File: src/adcs_params.svh
`ifndef ADCS_PARAMS_SVH
`define ADCS_PARAMS_SVH

`define ADCS_MCLK_NS          50
`define ADCS_CONV60_MS        133
`define ADCS_CONV50_MS        160
`define ADCS_CONVSIM_MS       147
`define ADCS_EXT_CONV_TICKS   20510
`define ADCS_OSC_NS           6500
`define ADCS_OSC_SIM_NS       7150
`define ADCS_EXT_MIN_HZ       2560
`define ADCS_EXT_TMO_PERIODS  2
`define ADCS_SCK_HALF         2'h3
`define ADCS_FRAME_BITS       32
`define ADCS_FRAME_LAST       6'h20
`define ADCS_FRAME_PRELAST    6'h1F
`define ADCS_CNT_W            22
`define ADCS_OSC_W            8
`define ADCS_TMO_W            16
`define ADCS_SYNC_N           4
`define ADCS_SYNC_RST         4'h3
`define ADCS_IX_CS            0
`define ADCS_IX_SCK           1
`define ADCS_IX_NOTCH         2
`define ADCS_IX_SIMV          3
`define ADCS_INIT_CYC         3'h4
`define ADCS_BUF_DEPTH        2
`define ADCS_NS_PER_MS        1000000
`define ADCS_NS_PER_S         1000000000

`endif

File: src/adcs_pkg.sv
package adcs_pkg;
	typedef struct packed {
		logic        over;
		logic        under;
		logic        sign;
		logic [23:0] code;
		logic [4:0]  sub;
	} adcs_result_s;

	typedef struct packed {
		logic converting;
		logic ext_clk;
		logic ext_sck;
	} adcs_status_s;

	typedef struct packed {
		logic out;
		logic oe_n;
	} adcs_pin_s;

	typedef logic [31:0] adcs_frame_t;

	typedef enum logic [1:0] {
		ST_CONVERT = 2'h0,
		ST_SLEEP   = 2'h1,
		ST_DOUT    = 2'h3
	} adcs_state_e;
endpackage

File: src/adcs_seq.sv
`timescale 1ns/1ns
`include "adcs_params.svh"
// Function
// - internal oscillator: notch pin low picks 60Hz, high picks 50Hz.
// - notch changes outside conversion harmless; inside, only current result may suffer.
// - toggling notch pin detected as external clock, internal oscillator then off.
// - no external clock present: internal oscillator re-enabled automatically.
// - clock source switch harmless in sleep/output; internal serial clock stays valid.
// - internal convert lasts 133ms (60Hz), 160ms (50Hz), 147ms (simultaneous variant).
// - internal serial clock mode drives clock pin, conversion clock divided by 8.
// - data output lasts while select low, at most 32 serial clock cycles.
// - next data bit presented on every falling serial clock edge.
// - clock mode internal at power-up, chosen at each select fall; low means external.
// - select high puts serial data output in high impedance.
// - select low in convert/sleep shows end flag: high converting, low done.
// - after conversion, sleep until rising serial clock with select low.
// - select rising after output began aborts and starts new conversion.
// - select held low converts continuously at maximum configured rate.
// - latest result shifted out most significant bit first.
// - four timing modes: external/internal clock, single cycle or two-wire.
// - frame is flag, zero bit, sign, 24-bit result, five sub bits.
// - 32nd falling edge (external clock) or 32nd rising edge (internal clock) drives data high and starts new conversion.
// - overrange sets sign and msb, underrange clears both; result clamped.
module adcs_seq #(
	parameter int unsigned CONV60_CYC  = (`ADCS_CONV60_MS * `ADCS_NS_PER_MS) / `ADCS_MCLK_NS,
	parameter int unsigned CONV50_CYC  = (`ADCS_CONV50_MS * `ADCS_NS_PER_MS) / `ADCS_MCLK_NS,
	parameter int unsigned CONVSIM_CYC = (`ADCS_CONVSIM_MS * `ADCS_NS_PER_MS) / `ADCS_MCLK_NS,
	parameter int unsigned EXT_TMO_CYC = `ADCS_EXT_TMO_PERIODS
		* ((`ADCS_NS_PER_S + `ADCS_EXT_MIN_HZ * `ADCS_MCLK_NS - 1) / (`ADCS_EXT_MIN_HZ * `ADCS_MCLK_NS))
) (
	input  wire logic                  mclk,
	input  wire logic                  resetn,
	input  wire logic                  cs_n,
	input  wire logic                  sck_in,
	input  wire logic                  notch_select_pin,
	input  wire logic                  sim_variant,
	input  wire adcs_pkg::adcs_result_s res_in,
	input  wire logic                  res_valid,
	output logic                       res_ready,
	output adcs_pkg::adcs_pin_s         sck_pin,
	output adcs_pkg::adcs_pin_s         sdo_pin,
	output logic                       conv_start,
	output adcs_pkg::adcs_status_s      status
);
	import adcs_pkg::*;

	localparam int unsigned OSC_CYC     = `ADCS_OSC_NS / `ADCS_MCLK_NS;
	localparam int unsigned OSC_SIM_CYC = `ADCS_OSC_SIM_NS / `ADCS_MCLK_NS;
	localparam logic [`ADCS_SYNC_N-1:0] SYNC_RST = `ADCS_SYNC_RST;

	logic [`ADCS_SYNC_N-1:0] s1_ff;
	logic [`ADCS_SYNC_N-1:0] s2_ff;
	logic [`ADCS_SYNC_N-1:0] s3_ff;
	logic [`ADCS_SYNC_N-1:0] filt_ff;
	logic [`ADCS_SYNC_N-1:0] prev_ff;
	adcs_state_e             state_ff;
	adcs_state_e             nxt_state;
	logic [`ADCS_CNT_W-1:0]  conv_cnt_ff;
	logic [`ADCS_CNT_W-1:0]  conv_target;
	logic [`ADCS_OSC_W-1:0]  osc_cnt_ff;
	logic [`ADCS_OSC_W-1:0]  osc_last;
	logic [`ADCS_TMO_W-1:0]  tmo_cnt_ff;
	logic [1:0]              edge_cnt_ff;
	logic                    ext_clk_ff;
	logic                    ext_sck_ff;
	logic [2:0]              init_cnt_ff;
	logic                    sck_int_ff;
	logic [1:0]              div_cnt_ff;
	logic [5:0]              rise_cnt_ff;
	adcs_frame_t             frame_ff;
	adcs_result_s            last_res_ff;
	adcs_result_s            buf_ff [`ADCS_BUF_DEPTH];
	logic                    wr_ptr_ff;
	logic                    rd_ptr_ff;
	logic [1:0]              fill_ff;
	logic                    conv_start_ff;

	logic cs_q;
	logic sck_q;
	logic notch_q;
	logic simv_q;
	logic cs_fall;
	logic cs_rise;
	logic notch_rise;
	logic tmo_hit;
	logic conv_tick;
	logic conv_done;
	logic run_int;
	logic int_toggle;
	logic sck_rise;
	logic sck_fall;
	logic end_xfer;
	logic abort_xfer;
	logic push;
	logic pop;
	adcs_result_s load_res;

	// frame layout: flag, zero, sign, result, sub bits; out of range forces a clamped code
	function automatic adcs_frame_t build_frame(input adcs_result_s r);
		adcs_frame_t f;
		f = {1'b0, 1'b0, r.sign, r.code, r.sub};
		if (r.over) begin
			f = {3'h1, 1'b1, 23'h000000, 5'h00};
		end else if (r.under) begin
			f = {3'h0, 1'b0, 23'h7FFFFF, 5'h1F};
		end
		return f;
	endfunction

	// three stages, the change is taken once stages two and three agree
	genvar gi;
	generate
		for (gi = 0; gi < `ADCS_SYNC_N; gi++) begin : g_sync
			always_ff @(posedge mclk or negedge resetn) begin
				if (!resetn) begin
					s1_ff[gi]   <= SYNC_RST[gi];
					s2_ff[gi]   <= SYNC_RST[gi];
					s3_ff[gi]   <= SYNC_RST[gi];
					filt_ff[gi] <= SYNC_RST[gi];
					prev_ff[gi] <= SYNC_RST[gi];
				end else begin
					s1_ff[gi] <= (gi == `ADCS_IX_CS) ? cs_n : (gi == `ADCS_IX_SCK) ? sck_in :
						(gi == `ADCS_IX_NOTCH) ? notch_select_pin : sim_variant;
					s2_ff[gi] <= s1_ff[gi];
					s3_ff[gi] <= s2_ff[gi];
					if (s2_ff[gi] == s3_ff[gi]) begin
						filt_ff[gi] <= s3_ff[gi];
					end
					prev_ff[gi] <= filt_ff[gi];
				end
			end
		end
	endgenerate

	assign cs_q       = filt_ff[`ADCS_IX_CS];
	assign sck_q      = filt_ff[`ADCS_IX_SCK];
	assign notch_q    = filt_ff[`ADCS_IX_NOTCH];
	assign simv_q     = filt_ff[`ADCS_IX_SIMV];
	assign cs_fall    = prev_ff[`ADCS_IX_CS] & ~cs_q;
	assign cs_rise    = ~prev_ff[`ADCS_IX_CS] & cs_q;
	assign notch_rise = ~prev_ff[`ADCS_IX_NOTCH] & notch_q;
	assign tmo_hit    = (tmo_cnt_ff == `ADCS_TMO_W'(EXT_TMO_CYC));

	// two edges inside the timeout are needed, so a static level change is not taken as a clock
	always_ff @(posedge mclk or negedge resetn) begin
		if (!resetn) begin
			tmo_cnt_ff  <= '0;
			edge_cnt_ff <= 2'h0;
			ext_clk_ff  <= 1'b0;
		end else if (notch_rise) begin
			tmo_cnt_ff <= '0;
			if (edge_cnt_ff != 2'h2) begin
				edge_cnt_ff <= edge_cnt_ff + 2'h1;
			end
			if (edge_cnt_ff != 2'h0) begin
				ext_clk_ff <= 1'b1;
			end
		end else if (tmo_hit) begin
			edge_cnt_ff <= 2'h0;
			ext_clk_ff  <= 1'b0;
		end else begin
			tmo_cnt_ff <= tmo_cnt_ff + `ADCS_TMO_W'(1);
		end
	end

	// internal oscillator runs only while no external clock is present
	assign osc_last = simv_q ? `ADCS_OSC_W'(OSC_SIM_CYC - 1) : `ADCS_OSC_W'(OSC_CYC - 1);

	always_ff @(posedge mclk or negedge resetn) begin
		if (!resetn) begin
			osc_cnt_ff <= '0;
		end else if (ext_clk_ff || osc_cnt_ff >= osc_last) begin
			osc_cnt_ff <= '0;
		end else begin
			osc_cnt_ff <= osc_cnt_ff + `ADCS_OSC_W'(1);
		end
	end

	assign conv_tick = ext_clk_ff ? notch_rise : (osc_cnt_ff == osc_last);

	// target follows the pins live, so a change mid-conversion only bends the current one
	always_comb begin
		if (ext_clk_ff) begin
			conv_target = `ADCS_CNT_W'(`ADCS_EXT_CONV_TICKS);
		end else if (simv_q) begin
			conv_target = `ADCS_CNT_W'(CONVSIM_CYC);
		end else if (notch_q) begin
			conv_target = `ADCS_CNT_W'(CONV50_CYC);
		end else begin
			conv_target = `ADCS_CNT_W'(CONV60_CYC);
		end
	end

	assign conv_done = (state_ff == ST_CONVERT) && (conv_cnt_ff >= conv_target - `ADCS_CNT_W'(1)) &&
		(!ext_clk_ff || notch_rise);

	always_ff @(posedge mclk or negedge resetn) begin
		if (!resetn) begin
			conv_cnt_ff <= '0;
		end else if (state_ff != ST_CONVERT || conv_done) begin
			conv_cnt_ff <= '0;
		end else if (!ext_clk_ff || notch_rise) begin
			conv_cnt_ff <= conv_cnt_ff + `ADCS_CNT_W'(1);
		end
	end

	// mode capture ends the cycle before the pin reaches the filter, so after reset it always takes the high reset level
	always_ff @(posedge mclk or negedge resetn) begin
		if (!resetn) begin
			init_cnt_ff <= 3'h0;
			ext_sck_ff  <= 1'b0;
		end else if (init_cnt_ff != `ADCS_INIT_CYC) begin
			init_cnt_ff <= init_cnt_ff + 3'h1;
			ext_sck_ff  <= ~sck_q;
		end else if (cs_fall) begin
			ext_sck_ff <= ~sck_q;
		end
	end

	assign run_int    = ~ext_sck_ff & ~cs_q & (state_ff == ST_SLEEP || state_ff == ST_DOUT);
	assign int_toggle = run_int & conv_tick & (div_cnt_ff == `ADCS_SCK_HALF);

	// four conversion ticks per half period; a source switch only stretches one half
	always_ff @(posedge mclk or negedge resetn) begin
		if (!resetn) begin
			div_cnt_ff <= 2'h0;
			sck_int_ff <= 1'b1;
		end else begin
			if (!run_int) begin
				div_cnt_ff <= 2'h0;
			end else if (conv_tick) begin
				div_cnt_ff <= div_cnt_ff + 2'h1;
			end
			if (cs_fall) begin
				sck_int_ff <= 1'b0;
			end else if (end_xfer || abort_xfer) begin
				sck_int_ff <= 1'b1;
			end else if (int_toggle) begin
				sck_int_ff <= ~sck_int_ff;
			end
		end
	end

	always_comb begin
		if (ext_sck_ff) begin
			sck_rise = ~prev_ff[`ADCS_IX_SCK] & sck_q & ~cs_q;
			sck_fall = prev_ff[`ADCS_IX_SCK] & ~sck_q & ~cs_q;
		end else begin
			sck_rise = int_toggle & ~sck_int_ff;
			sck_fall = int_toggle & sck_int_ff;
		end
	end

	assign abort_xfer = (state_ff == ST_DOUT) && cs_rise;
	assign end_xfer   = (state_ff == ST_DOUT) && !cs_rise &&
		(ext_sck_ff ? (sck_fall && rise_cnt_ff == `ADCS_FRAME_LAST)
		            : (sck_rise && rise_cnt_ff == `ADCS_FRAME_PRELAST));

	always_comb begin
		nxt_state = state_ff;
		unique case (state_ff)
			ST_CONVERT: begin
				if (conv_done) begin
					nxt_state = ST_SLEEP;
				end
			end
			ST_SLEEP: begin
				if (sck_rise && !cs_q) begin
					nxt_state = ST_DOUT;
				end
			end
			ST_DOUT: begin
				if (abort_xfer || end_xfer) begin
					nxt_state = ST_CONVERT;
				end
			end
			default: begin
				nxt_state = ST_CONVERT;
			end
		endcase
	end

	always_ff @(posedge mclk or negedge resetn) begin
		if (!resetn) begin
			state_ff      <= ST_CONVERT;
			conv_start_ff <= 1'b0;
		end else begin
			state_ff      <= nxt_state;
			conv_start_ff <= (state_ff != ST_CONVERT) && (nxt_state == ST_CONVERT);
		end
	end

	always_ff @(posedge mclk or negedge resetn) begin
		if (!resetn) begin
			rise_cnt_ff <= 6'h00;
		end else if (state_ff == ST_SLEEP && nxt_state == ST_DOUT) begin
			rise_cnt_ff <= 6'h01;
		end else if (state_ff == ST_DOUT && sck_rise) begin
			rise_cnt_ff <= rise_cnt_ff + 6'h01;
		end
	end

	// two-entry buffer: the filter may finish a word while the previous one still waits
	assign res_ready = (fill_ff != 2'h2);
	assign push      = res_valid & res_ready;
	assign pop       = conv_done & (fill_ff != 2'h0);
	assign load_res  = pop ? buf_ff[rd_ptr_ff] : last_res_ff;

	always_ff @(posedge mclk or negedge resetn) begin
		if (!resetn) begin
			wr_ptr_ff <= 1'b0;
			rd_ptr_ff <= 1'b0;
			fill_ff   <= 2'h0;
			buf_ff[0] <= '0;
			buf_ff[1] <= '0;
		end else begin
			if (push) begin
				buf_ff[wr_ptr_ff] <= res_in;
				wr_ptr_ff         <= ~wr_ptr_ff;
			end
			if (pop) begin
				rd_ptr_ff <= ~rd_ptr_ff;
			end
			fill_ff <= fill_ff + {1'b0, push} - {1'b0, pop};
		end
	end

	// a missing word repeats the previous result rather than stalling the cycle
	always_ff @(posedge mclk or negedge resetn) begin
		if (!resetn) begin
			last_res_ff <= '0;
			frame_ff    <= '0;
		end else if (conv_done) begin
			last_res_ff <= load_res;
			frame_ff    <= build_frame(load_res);
		end else if (state_ff == ST_DOUT && sck_fall && !end_xfer) begin
			frame_ff <= {frame_ff[`ADCS_FRAME_BITS-2:0], 1'b1};
		end
	end

	assign sdo_pin.out  = (state_ff == ST_CONVERT) ? 1'b1 : frame_ff[`ADCS_FRAME_BITS-1];
	assign sdo_pin.oe_n = cs_q;
	assign sck_pin.out  = sck_int_ff;
	// mode is still being taken at the select fall, so the pin stays released for that cycle
	assign sck_pin.oe_n = ext_sck_ff | cs_q | cs_fall;
	assign conv_start   = conv_start_ff;
	assign status       = '{converting: (state_ff == ST_CONVERT), ext_clk: ext_clk_ff, ext_sck: ext_sck_ff};
endmodule

File: config.mk
export PLATFORM = sky130hd
export DESIGN_NAME = adcs_seq
export DESIGN_NICKNAME = d
export VERILOG_FILES = /design/src/adcs_pkg.sv /design/src/adcs_seq.sv
export VERILOG_INCLUDE_DIRS = /design/src
export SDC_FILE = /design/constraint.sdc
export NUM_CORES = 1
export LEC_CHECK = 0
export BUFFER_PORTS_ARGS = -buffer_cell sky130_fd_sc_hd__buf_2
export CAP_MARGIN = 20
export CELL_PAD_IN_SITES_DETAIL_PLACEMENT = 1
export CELL_PAD_IN_SITES_GLOBAL_PLACEMENT = 1
export CORE_MARGIN = 2
export CORE_UTILIZATION = 45
export DETAILED_ROUTE_END_ITERATION = 12
export PLACE_DENSITY = 0.85
export SKIP_CTS_REPAIR_TIMING = 1
export SYNTH_ARGS = -nofsm -noshare
export SYNTH_HDL_FRONTEND = slang
export SYNTH_SLANG_ARGS = --single-unit
File: constraint.sdc
create_clock -name mclk -period 3.7 [get_ports mclk]
set_clock_uncertainty 0.05 [all_clocks]
set_input_delay 0.555 -clock mclk [delete_from_list [all_inputs] [get_ports mclk]]
set_output_delay 0.555 -clock mclk [all_outputs]
set_load 0.02 [all_outputs]
==> results of run 1 <==
-- worst paths after layout --
path | depth (start not counted) | slack (ns) | start | endpoint
setup / recovery | 12 | 0.43 | ext_clk_ff$_DFFE_PN0P_ | fill_ff[1]$_DFF_PN0_
hold reg to reg | 0 | 0.31 | s1_ff[0]$_DFF_PN1_ | s2_ff[0]$_DFF_PN1_
setup reg to reg | 12 | 0.43 | ext_clk_ff$_DFFE_PN0P_ | fill_ff[1]$_DFF_PN0_
max in group asynchronous | 2 | 2.62 | resetn | s1_ff[0]$_DFF_PN1_
hold / removal | 1 | 0.07 | resetn | init_cnt_ff[1]$_DFFE_PN0P_
min in group mclk | 1 | 0.07 | cs_n | s1_ff[0]$_DFF_PN1_
-- Yosys cell counts, types with 2 or more instances --
master / n
o31a_1: 29
nor4bb_1: 2
a21o_1: 6
o211ai_1: 3
nand2b_1: 6
nand2_1: 64
nor4_1: 4
a22o_1: 5
xnor2_1: 23
mux2_2: 66
buf_4: 6
a21oi_1: 70
o211a_1: 3
nor2_1: 90
o211ai_2: 2
o22a_1: 27
nor4b_1: 3
buf_1: 5
buf_2: 8
nand4_1: 13
and2_1: 8
and4_1: 4
a211oi_1: 5
mux2i_1: 36
o21ai_0: 50
xor2_1: 21
inv_1: 24
a31oi_1: 2
maj3_1: 4
nor3_1: 6
dfstp_2: 11
or2_2: 3
nand3_1: 26
clkbuf_1: 39
ha_1: 32
and3_1: 16
dfrtp_1: 205
nor2b_1: 4
or3_1: 5
o21a_1: 5
-- flip-flops by register name, summed over array words and instances (netlist names), 2 cells and up --
register and flops:
buf_ff 64, frame_ff 32, last_res_ff 32, conv_cnt_ff 22, tmo_cnt_ff 16, osc_cnt_ff 8, rise_cnt_ff 6, s1_ff 4
s2_ff 4, s3_ff 4, init_cnt_ff 3, prev_ff 3, div_cnt_ff 2, edge_cnt_ff 2, fill_ff 2, state_ff 2
-- area by class of cell --
cell class,instances,share of cell area (%)
flip-flops and latches,216,46.0
well taps,285,3.03
clock buffers,32,5.78
clock inverters,12,1.36
inverters,24,0.765
repair buffers,68,3.51
multi-input cells,660,39.6
-- cell families after synthesis --
kind of cell / share of synthesized area [%]
fa+ha+maj: 4.23
mux: 10.6
flops: 52.0
other cells: 0.0360
simple gates: 11.9
xor+xnor: 3.70
buf+inv: 3.27
compound gates: 14.3
-- worst reg2reg max path, stage by stage (launching register included) --
cell and delay, ns:
dfrtp_1 0.49, buf_4 0.21, a21o_1 0.16, ha_1 0.30
a211oi_1 0.27, nor2_1 0.10, a2111o_1 0.48, o211a_2 0.32
ha_1 0.27, inv_1 0.04, ha_1 0.18, xnor2_1 0.19
xnor2_1 0.15
-- power by group through the flow --
stage                     logic, uW  registers, uW  clock network (uW)
after detailed placement       1650           3180                   0
after floorplan                1240           3060                   0
after CTS                      1690           3150                2560
after global placement         1570           3120                   0
final                          1670           3140                2500
after global routing           1880           3200                2650
-- routing by layer --
layer | wire length (um) | part of all wire, %
met1 | 10700 | 45
met2 | 12100 | 51
met3 | 568 | 2.4
met4 | 380 | 1.6
met5 | 0 | 0
-- per-stage QoR --
step           util (%)  setup slack (ns)  instances
2_1_floorplan         -             0.149        958
3_3_place_gp       48.2             0.567       1253
3_5_place_dp       48.2             0.436       1253
4_1_cts            51.9             0.407       1297
5_1_grt            51.9             0.180       1297
6_report           51.9             0.426       1297
==> impl_metrics.toml, run 1 <==
[sta]
relSlewSlack_pct = 41.8
slew_violations = 0
layout_min_cycle_time_ns = 3.27
finalCritPeriodShare_pct = 88.5
holdWs_ns = 0.0679
setup_viol_count_final = 0
rsz0062_at_grt = "false"
fmax_mhz = 305
tightest_slew_ns = 0.872
hold_viol_final = 0
fin_tns_setup_ns = 0

[placement]
dp_hpwl_um = 15800
port_buffers = 47
gp_congestion = 0.799
postPlaceCellArea_mm2 = 0.0109

[pwr]
pwr_density_cell_mw_per_mm2 = 620
p_total_uw = 7300
seqPwrFrac_pct = 43.0
ir_drop_uv = 474
leakage_uw = 0.00527
pwr-share-clk_pct = 34.2
combPwrFrac_pct = 22.8
power_switching_uw = 2230
p_sw_share_pct = 30.5
p_int_uw = 5080

[logic_synthesis]
ys_seq_elements = 216
synth_cells = 958
synthFlopType = "dfrtp_1"
synth_top_area_share_pct = 49.3
yosysSeqAreaShare_pct = 52.0
synth_top_area_cell = "dfrtp_1"
ys_warn_count = 0
async_flop_share_pct = 100
syn-num-nets = 1029
mappedNetlistArea_mm2 = 0.0104
synth_enable_flop_cells = 0
synth_cell_types = 57
syn_avg_cell_area_um2 = 10.9
ys_top_cells_by_area = "dfrtp_1, mux2_2, ha_1"

[cells_and_area]
num_antenna_cells = 0
register_area_mm2 = 0.00542
layout-area-overhead-vs-synth_pct = 13.1
final_common_cell = "dfrtp_1"
layout-drive-gt1-share_pct = 20.0
fin_nets = 1065
design_area_mm2 = 0.0118
nFillCells = 2432
multi_input_area_mm2 = 0.00466
final_cell_mix = "dfrtp_1, nor2_1, a21oi_1, mux2_2, nand2_1"

[critical_path]
critPathTopFamily = "compound AO/OA/AOI/OAI gates"
cp.required_ns = 4.11
start_kind = "register"
crit_fanout = 10
cpMostUsedCell = "ha_1"
path_cells = "buf_4 -> a21o_1 -> ha_1 -> a211oi_1 -> nor2_1 -> a2111o_1 -> o211a_2 -> ha_1 -> inv_1 -> ha_1 -> xnor2_1 -> xnor2_1"
crit_arrival_ns = 3.68
path_class = "reg2reg"
end_kind = "register"
cpPeakStageDelay_ns = 0.49
path_buf_inv = 2
slowest_stage = "dfrtp_1"

[global_route]
grt_busiest_layer = "met2"
antenna_found_initial = 0
use_met1_pct = 27.0
grt-ovfl-total = 0
grt_max_degree = 104
met2_usage_pct = 36.6
grt_pass1_wl_um = 40800
grt.total_usage_pct = 20.4
use_met3_pct = 2.61
grt_pass1_vias = 8018

[clock_tree]
clkTransAtPathRegs_ns = 0.06
cts_root_buf = "clkbuf_16"
clock-sinks = 216
htreeDepth = 1
cts_tree = "done"
worstSkewPairLatency_ns = 0.53
clockBufferDepth = 3
numCtsBuffers = 24

[job]
drv_cap = 0

[floorplanning]
core_area_mm2 = 0.0227
fp.dieH_um = 156
fp.dieW_um = 156
die_area_mm2 = 0.0244
io_pins = 48
initial_utilization_pct = 45.9
rows = 55

[drt]
wl_um = 23800
drt_first_pass_iters = 4
drt_drc_violations_left = 0
initialDrtViolationCount = 350
dr_total_vias = 7325
ant_nets = 0
viasPerCell = 5.65
wl_per_cell_um = 18.4

[hold_path]
hold_path_class = "in2async"

[outcome]
status = "finished clean"
Note: power is estimated with default switching activity, not from simulation.
==> run 2: changes to the inputs <==
--- a/config.mk
+++ b/config.mk
@@ -10,7 +10,7 @@
 export CAP_MARGIN = 20
 export CELL_PAD_IN_SITES_DETAIL_PLACEMENT = 1
 export CELL_PAD_IN_SITES_GLOBAL_PLACEMENT = 1
-export CORE_MARGIN = 2
+export CORE_MARGIN = 3
 export CORE_UTILIZATION = 45
 export DETAILED_ROUTE_END_ITERATION = 12
 export PLACE_DENSITY = 0.85
==> run 2 against run 1 <==
  * Global-route usage down 0.66 points
  * Non-clock buffer count is 2 lower
  * Critical endpoint is now last_res_ff[26]$_DFFE_PN0N_
  * Maximum frequency shrank 4.1%
  * Worst hold slack got worse by 0.041 ns
  * Clock power grew 4%
  * Setup slack got worse by 0.14 ns
  * Largest power group unchanged
  * Final area increased by 0.15%
  * Die area is 2.6% higher
  * Cell count is the same
  * Critical path type unchanged
  * Via count is 0.74% higher
==> impl_metrics.toml, run 2 (same netlist as run 1, synthesis figures left out) <==
[drt]
dr_total_vias = 7379
drt_first_pass_iters = 4
wl_um = 24100
viasPerCell = 5.69
drt_drc_violations_left = 0
wl_per_cell_um = 18.6
initialDrtViolationCount = 323
ant_nets = 0

[cells_and_area]
nFillCells = 2436
largest_register = "buf_ff"
num_antenna_cells = 0
largest_registers = "buf_ff: 64 flops, frame_ff: 32 flops, last_res_ff: 32 flops"
layout-drive-gt1-share_pct = 19.6
fin_nets = 1064
final_cell_mix = "dfrtp_1, nor2_1, a21oi_1, mux2_2, nand2_1"
largest_reg_flops = 64
layout-area-overhead-vs-synth_pct = 13.3
final_common_cell = "dfrtp_1"

[pwr]
ir_drop_uv = 735
pwr_density_cell_mw_per_mm2 = 628
leakage_uw = 0.00527

[sta]
tightest_slew_ns = 0.756
finalCritPeriodShare_pct = 92.3
hold_viol_final = 0
relSlewSlack_pct = 49.4
layout_min_cycle_time_ns = 3.42
fmax_mhz = 293
timing.final.ws_setup_ns = 0.284
slew_violations = 0
setup_viol_count_final = 0
fin_tns_setup_ns = 0
rsz0062_at_grt = "false"

[clock_tree]
numCtsBuffers = 25
clkTransAtPathRegs_ns = 0.06
clockBufferDepth = 3
cts_root_buf = "clkbuf_16"
htreeDepth = 1
worstSkewPairLatency_ns = 0.54
cts_tree = "done"
clock-sinks = 216

[critical_path]
path_buf_inv = 1
cpMostUsedCell = "nor2_1"
end_kind = "register"
cp.required_ns = 4.10
path_cells = "nor2_1 -> nand2_1 -> ha_1 -> nand4_1 -> nor4_1 -> a2111o_1 -> o211a_2 -> buf_4 -> nor2_1 -> a21oi_1"
cpPeakStageDelay_ns = 0.53
path_class = "reg2reg"
crit_arrival_ns = 3.81
start_kind = "register"
critPathTopFamily = "simple AND/OR/NAND/NOR gates"
crit_fanout = 63
slowest_stage = "buf_4"

[floorplanning]
initial_utilization_pct = 45.9
io_pins = 48
core_area_mm2 = 0.0227
die_area_mm2 = 0.0250
fp.dieH_um = 158
fp.dieW_um = 158
rows = 55

[global_route]
grt_pass1_vias = 7971
grt-ovfl-total = 0
grt_pass1_wl_um = 40800
grt_max_degree = 83
grt.total_usage_pct = 19.8
antenna_found_initial = 0

[outcome]
status = "finished clean"

[placement]
port_buffers = 47
pre_cts_slack_ns = 0.442
dp_hpwl_um = 15800
gp_congestion = 0.791

[hold_path]
hold_path_class = "in2async"

[job]
drv_cap = 0
run 2: area by class of cell:
class	count	area, um^2	area share, %
Clock buffer	39	748	6.34
Tap cell	285	357	3.02
Timing Repair Buffer	66	399	3.38
Inverter	24	90.1	0.763
Multi-Input combinational cell	660	4660	39.5
Sequential cell	216	5420	45.9
Clock inverter	7	125	1.06
run 2: layer usage:
| layer | GRT usage, % | share of wire [%] |
|---|---|---|
| met1 | 26.5 | 46 |
| met3 | 3.03 | 3.5 |
| met2 | 34.2 | 49 |
| met4 | 4.14 | 1.9 |
| met5 | 0 | 0 |
run 2: path summary, 6_finish.rpt:
kind | cells past startpoint | to | from | slack [ns]
worst min register to register | 0 | s2_ff[2]$_DFF_PN0_ | s1_ff[2]$_DFF_PN0_ | 0.31
min in group mclk | 1 | s1_ff[0]$_DFF_PN1_ | cs_n | 0.07
worst max register to register | 10 | last_res_ff[26]$_DFFE_PN0N_ | ext_clk_ff$_DFFE_PN0P_ | 0.28
max in group asynchronous | 2 | buf_ff[11]$_DFFE_PN0P_ | resetn | 2.65
worst max-delay path | 10 | last_res_ff[26]$_DFFE_PN0N_ | ext_clk_ff$_DFFE_PN0P_ | 0.28
worst min-delay path | 1 | conv_cnt_ff[2]$_DFFE_PN0P_ | resetn | 0.03
run 2: metrics by stage:
step	hold WS, ns	utilization [%]	cells	power (uW)	instance area (um^2)
floorplan	0.209	-	958	4300	10400
global placement	0.294	48.1	1251	4690	10900
detailed placement	0.286	48.1	1251	4840	10900
CTS	0.0415	52.0	1297	7490	11800
global route	0.0530	52.0	1297	7840	11800
finish	0.0265	52.0	1297	7410	11800
run 2: power by group:
group | total, uW | switching, uW | leakage (uW) | internal, uW
sequential | 3140 | 304 | 0.00275 | 2830
clock | 2590 | 986 | 0.000431 | 1600
combinational | 1680 | 948 | 0.00209 | 734
